[config.mk]
export PLATFORM = sky130hd
export DESIGN_NAME = ecp_capability_params
export DESIGN_NICKNAME = d
export VERILOG_FILES = /design/src/ecp_fls_field.v /design/src/ecp_capability_params.v
export VERILOG_INCLUDE_DIRS = /design/src
export SDC_FILE = /design/constraint.sdc
export NUM_CORES = 1
export LEC_CHECK = 0
export BUFFER_PORTS_ARGS = -buffer_cell sky130_fd_sc_hd__buf_4
export CAP_MARGIN = 20
export CORE_MARGIN = 5
export CORE_UTILIZATION = 30
export CTS_BUF_LIST = sky130_fd_sc_hd__clkbuf_16
export CTS_CLUSTER_DIAMETER = 150
export CTS_CLUSTER_SIZE = 40
export DETAILED_ROUTE_END_ITERATION = 10
export PLACE_DENSITY = 0.85
export SYNTH_ARGS = -nofsm -noshare
export SYNTH_HDL_FRONTEND = slang
export SYNTH_SLANG_ARGS = --single-unit
[constraint.sdc]
create_clock -name i_core_clk -period 1.8 [get_ports i_core_clk]
set_clock_uncertainty 0.15 [all_clocks]
set_input_delay 0.09 -clock i_core_clk [delete_from_list [all_inputs] [get_ports i_core_clk]]
set_output_delay 0.09 -clock i_core_clk [all_outputs]
set_load 0.01 [all_outputs]
[src/ecp_consts.vh]
`ifndef ECP_CONSTS_VH
`define ECP_CONSTS_VH

// ----------------------------------------
// Address map (byte offsets)
// ----------------------------------------
`define ECP_ADDR_W 8
`define ECP_OFS_CAP_PARAMS 8'h08
`define ECP_OFS_COMMAND 8'h0C

// ----------------------------------------
// Capability parameter fields
// ----------------------------------------
`define ECP_IST_HI 7
`define ECP_IST_LO 4
`define ECP_IST_W 4
`define ECP_PROG_FRAME_LIST_FLAG_BIT 1
`define ECP_WIDE_BIT 0
`define ECP_IST_RST 4'h1
`define ECP_PROG_FRAME_LIST_FLAG_RST 1'h1
`define ECP_WIDE_RST 1'h0
`define ECP_IST_FULL_BIT 3
`define ECP_HOLD_HI 2
`define ECP_HOLD_LO 0
`define ECP_HOLD_W 3
`define ECP_HOLD_NONE 3'h0
`define ECP_DATA_W 32

// ----------------------------------------
// Command register frame list size field
// ----------------------------------------
`define ECP_FLS_HI 3
`define ECP_FLS_LO 2
`define ECP_FLS_W 2
`define ECP_FLS_RST 2'h0
`define ECP_FLS_ENTRIES_1024 2'h0

`define ECP_ZERO32 32'h00000000

`endif

[src/ecp_fls_field.v]
`timescale 1ns/100ps
`include "ecp_consts.vh"

// ----------------------------------------
// Frame list size field store
// ----------------------------------------
module ecp_fls_field (
    input wire i_core_clk, // System clock
    input wire i_nrst, // Sync reset, active low
    input wire i_ce, // Clock enable
    input wire i_prog_frame_list_flag, // Field is writable
    input wire i_wr, // Write this field
    input wire [`ECP_FLS_W-1:0] i_wdata, // New field value
    output wire [`ECP_FLS_W-1:0] o_frame_list_size // Current field value
);
    reg [`ECP_FLS_W-1:0] fls_reg;
    reg [`ECP_FLS_W-1:0] fls_next;

    always @*
    begin
        fls_next = fls_reg;
        if (!i_prog_frame_list_flag)
            fls_next = `ECP_FLS_ENTRIES_1024;
        else if (i_wr)
            fls_next = i_wdata;
    end

    always @(posedge i_core_clk)
    begin
        if (!i_nrst)
            fls_reg <= `ECP_FLS_RST;
        else if (i_ce)
            fls_reg <= fls_next;
    end

    assign o_frame_list_size = fls_reg;
endmodule

[src/ecp_capability_params.v]
// Our own choice: the plain strobed port.
`timescale 1ns/100ps
`include "ecp_consts.vh"

module ecp_capability_params (
    input wire i_core_clk, // System clock, 20 MHz
    input wire i_nrst, // Sync reset, active low
    input wire i_ce, // Clock enable
    input wire [`ECP_ADDR_W-1:0] i_addr, // Byte address
    input wire [31:0] i_wdata, // Write data
    input wire i_wr, // Write strobe
    input wire i_rd, // Read strobe
    output reg [31:0] o_rdata, // Read data, cycle after strobe
    output wire [`ECP_IST_W-1:0] o_iso_sched_threshold, // Threshold
    output wire o_iso_full_frame, // Threshold means whole frame
    output wire [2:0] o_iso_hold_uframes, // Micro frames held
    output wire o_prog_frame_list_flag, // Frame list programmable
    output wire o_wide_pointer_capable, // 64-bit pointers
    output wire [`ECP_FLS_W-1:0] o_frame_list_size // Command field
);
    // ----------------------------------------
    // Capability word
    // ----------------------------------------
    // Constant fields, held in flops so reset defines them
    reg [`ECP_IST_W-1:0] ist_reg;
    reg prog_frame_list_flag_reg;
    reg wide_reg;
    reg [`ECP_HOLD_W-1:0] hold_uframes;
    reg [`ECP_DATA_W-1:0] rdata_next;
    wire [`ECP_DATA_W-1:0] cap_word;
    wire [`ECP_DATA_W-1:0] cmd_word;
    wire cap_hit;
    wire cmd_hit;
    wire cmd_wr;
    wire [`ECP_FLS_W-1:0] fls;
    genvar gb;

    always @(posedge i_core_clk)
    begin
        if (!i_nrst)
        begin
            ist_reg <= `ECP_IST_RST;
            prog_frame_list_flag_reg <= `ECP_PROG_FRAME_LIST_FLAG_RST;
            wide_reg <= `ECP_WIDE_RST;
        end
    end
    // No write path to these flops at all

    generate
        for (gb = 0; gb < `ECP_DATA_W; gb = gb + 1)
        begin : g_word_bit
            // Placement follows the bit constants only
            if (gb >= `ECP_IST_LO && gb <= `ECP_IST_HI)
            begin : g_ist
                assign cap_word[gb] = ist_reg[gb-`ECP_IST_LO];
            end
            else if (gb == `ECP_PROG_FRAME_LIST_FLAG_BIT)
            begin : g_prog_frame_list_flag
                assign cap_word[gb] = prog_frame_list_flag_reg;
            end
            else if (gb == `ECP_WIDE_BIT)
            begin : g_wide
                assign cap_word[gb] = wide_reg;
            end
            else
            begin : g_cap_rsvd
                assign cap_word[gb] = 1'b0;
            end
            if (gb >= `ECP_FLS_LO && gb <= `ECP_FLS_HI)
            begin : g_fls
                assign cmd_word[gb] = fls[gb-`ECP_FLS_LO];
            end
            else
            begin : g_cmd_rsvd
                assign cmd_word[gb] = 1'b0;
            end
        end
    endgenerate

    assign o_iso_sched_threshold = ist_reg;
    assign o_iso_full_frame = ist_reg[`ECP_IST_FULL_BIT];

    // Count means nothing once the full-frame bit is set
    always @*
    begin
        hold_uframes = ist_reg[`ECP_HOLD_HI:`ECP_HOLD_LO];
        if (ist_reg[`ECP_IST_FULL_BIT])
            hold_uframes = `ECP_HOLD_NONE;
    end
    assign o_iso_hold_uframes = hold_uframes;
    assign o_prog_frame_list_flag = prog_frame_list_flag_reg;
    assign o_wide_pointer_capable = wide_reg;

    // ----------------------------------------
    // Command frame list size field
    // ----------------------------------------
    // Frame list base alignment is software's duty; not checked
    assign cap_hit = (i_addr == `ECP_OFS_CAP_PARAMS);
    assign cmd_hit = (i_addr == `ECP_OFS_COMMAND);
    // Writes that hit the parameter word go nowhere
    assign cmd_wr = i_wr && cmd_hit;

    ecp_fls_field u_fls (
        .i_core_clk(i_core_clk),
        .i_nrst(i_nrst),
        .i_ce(i_ce),
        .i_prog_frame_list_flag(prog_frame_list_flag_reg),
        .i_wr(cmd_wr),
        .i_wdata(i_wdata[`ECP_FLS_HI:`ECP_FLS_LO]),
        .o_frame_list_size(fls)
    );
    assign o_frame_list_size = fls;

    // ----------------------------------------
    // Read port
    // ----------------------------------------
    // Idle cycles with i_ce high read as zero; while i_ce is low o_rdata keeps its last word
    always @*
    begin
        rdata_next = `ECP_ZERO32;
        if (i_rd && cap_hit)
            rdata_next = cap_word;
        else if (i_rd && cmd_hit)
            rdata_next = cmd_word;
    end

    always @(posedge i_core_clk)
    begin
        if (!i_nrst)
            o_rdata <= `ECP_ZERO32;
        else if (i_ce)
            o_rdata <= rdata_next;
    end
endmodule

==> results.cfg <==
[drt]
drt_pass1_iterations = 4
wl_um = 1010
drt-wirelength-per-cell_um = 8.82
ant_nets = 0
vias = 388
first_iter_violations = 7
avgViaCountPerCell = 3.40
route.detailed.drc = 0

[floorplan]
io_pins = 89
start_util_pct = 31.8
rows = 15
die_h_um = 53.0
dieArea_um2 = 2810
die_w_um = 53.0
core_area_um2 = 1750

[synth]
synth-seq-cells = 5
ys.flop_type = dfxtp_1
synth.largest_area_cell = buf_4
synth_most_common_cell = buf_4
ys_seq_area_share_pct = 18.1
synth_area_um2 = 554
synthArstFlopShare_pct = 0
ys_types = 13
yosysTopAreaCellShare_pct = 52.8
synth-edff-count = 0
yosysWarnings = 0
syn_inst = 66
synth_commonest_cells = buf_4, dfxtp_1, nand2_1
synth_area_leaders = buf_4, dfxtp_1, a21boi_0
avgSynthCellArea_um2 = 8.40

[finish]
syn_to_final_growth_pct = 22.1
design_area_um2 = 677
drive_above_1_share_pct = 29.2
final_net_count = 135
final_util_pct = 38.8
diodes = 0
layout.cells.non_filler = 114

[cts]
post_cts_buffers = 0
clock_sinks = 5
cts_tree = yes
clock_latency_ns = 0.22
cts_resized = 0
clk_pin_slew_ns = 0.03
numCtsBuffers = 3
htreeDepth = 1
cts_root_buf = clkbuf_16
cts_hold_buf = 2
clockBufferDepth = 2

[global_route]
first_global_vias = 338
grt_first_pass_wirelength_um = 1370
grt_max_degree = 8
grtUsageTotal_pct = 7.02
gr-total-overflow = 0
antenna_found_initial = 0

[placed_design]
placed_area_um2 = 578
io_buffers = 20
hpwlAfterDp_um = 881
place.gp.congestion = 0.692
placedCellCount = 108
pre_cts_slack_ns = 0.638

[power]
power.total_mw = 0.541
p_leak_nw = 0.383
powerDensity_nw_per_um2 = 799
vdd_drop_max_uv = 926

[run]
max_cap_viol_count = 0

[critical_path]
cp.arrival_ns = 0.97
path_max_fanout = 3
end_kind = register
cp_slowest_cell = dfxtp_1
worstPathCellList = and3_1 > nand3_1 > a21boi_0
critPathTopFamily = flip-flops
startpoint_type = register
crit_buf_inv = 0
worstSetupPathType = register to register
critPathMaxStageDelay_ns = 0.33
cp.required_ns = 1.79

[hold_path]
hold_path.class = input pin to register

[timing]
min_period_over_period_pct = 54.4
hold_viol_final = 0
timing.fmax_mhz = 1020
setup_violations = 0
slew_viol_final = 0
grt_setup_unrepaired = no
tns_ns = 0
period_needed_ns = 0.980
whs_ns = 0.0152
setup_ws_ns = 0.820

[status]
run_status = finished clean
==> power breakdown <==
| group | switching, mW | internal, mW |
|---|---|---|
| Sequential | 0.0000370 | 0.112 |
| Clock | 0.0659 | 0.287 |
| Combinational | 0.0494 | 0.0269 |
==> cell families after synthesis <==
logic type             after synthesis  share of synthesized area [%]
buffers and inverters               39                           52.8
AO/OA/AOI/OAI                        3                           4.06
other                                2                           1.35
multiplexers                         2                           3.61
flip-flops                           5                           18.1
AND/OR/NAND/NOR                     15                           20.1
==> routing by layer <==
metal / wire (um) / track usage [%] / up-vias
li1: - / - / 182
met1: 345 / 6.91 / 166
met2: 438 / 11.6 / 40
met3: 222 / 4.79 / 0
met4: 0 / 2.55 / 0
met5: 0 / 0 / -
==> worst reg2reg max path: cells and delay by family (launching register included) <==
kind | cells | cell delay [ns]
AO/OA/AOI/OAI | 1 | 0.20
flip-flops | 1 | 0.33
AND/OR/NAND/NOR | 2 | 0.22
==> cell type report <==
class                      count  area (um2)
timing repair buffer          22         170
tap                           25        31.3
fill                         181        1070
clock inverter                 1        3.75
sequential                     5         100
clock buffer                   3        75.1
multi-input combinational     58         297
==> final timing paths <==
path,end,from,slack (ns),cells after the start
worst max-delay path,o_rdata[2]$_SDFFE_PN0P_,u_fls.o_frame_list_size[0]$_SDFFE_PN0P_,0.82,3
worst min-delay path,o_rdata[1]$_SDFFE_PN0P_,i_ce,0.02,3
worst max register to register,o_rdata[2]$_SDFFE_PN0P_,u_fls.o_frame_list_size[0]$_SDFFE_PN0P_,0.82,3
worst min register to register,u_fls.o_frame_list_size[0]$_SDFFE_PN0P_,u_fls.o_frame_list_size[0]$_SDFFE_PN0P_,0.33,2
==> registers in the layout, summed over array words and instances, names as in the netlist <==
signal and count:
o_rdata 3, u_fls.o_frame_list_size 2
==> cells in the final DEF (no fill, tap or decap), drive strengths merged <==
master / synthesis / layout
mux2i: 2 / 2
and3: 2 / 2
and4bb: 1 / 1
dlygate4sd3: 0 / 2
clkbuf: 0 / 3
nand4: 1 / 1
dfxtp: 5 / 5
buf: 39 / 20
nand3: 2 / 2
nand4b: 1 / 1
nand2: 4 / 4
nand2b: 3 / 3
a21boi: 3 / 3
inv: 0 / 1
nor4: 1 / 1
conb: 2 / 38
Note: power is estimated with default switching activity, not from simulation.
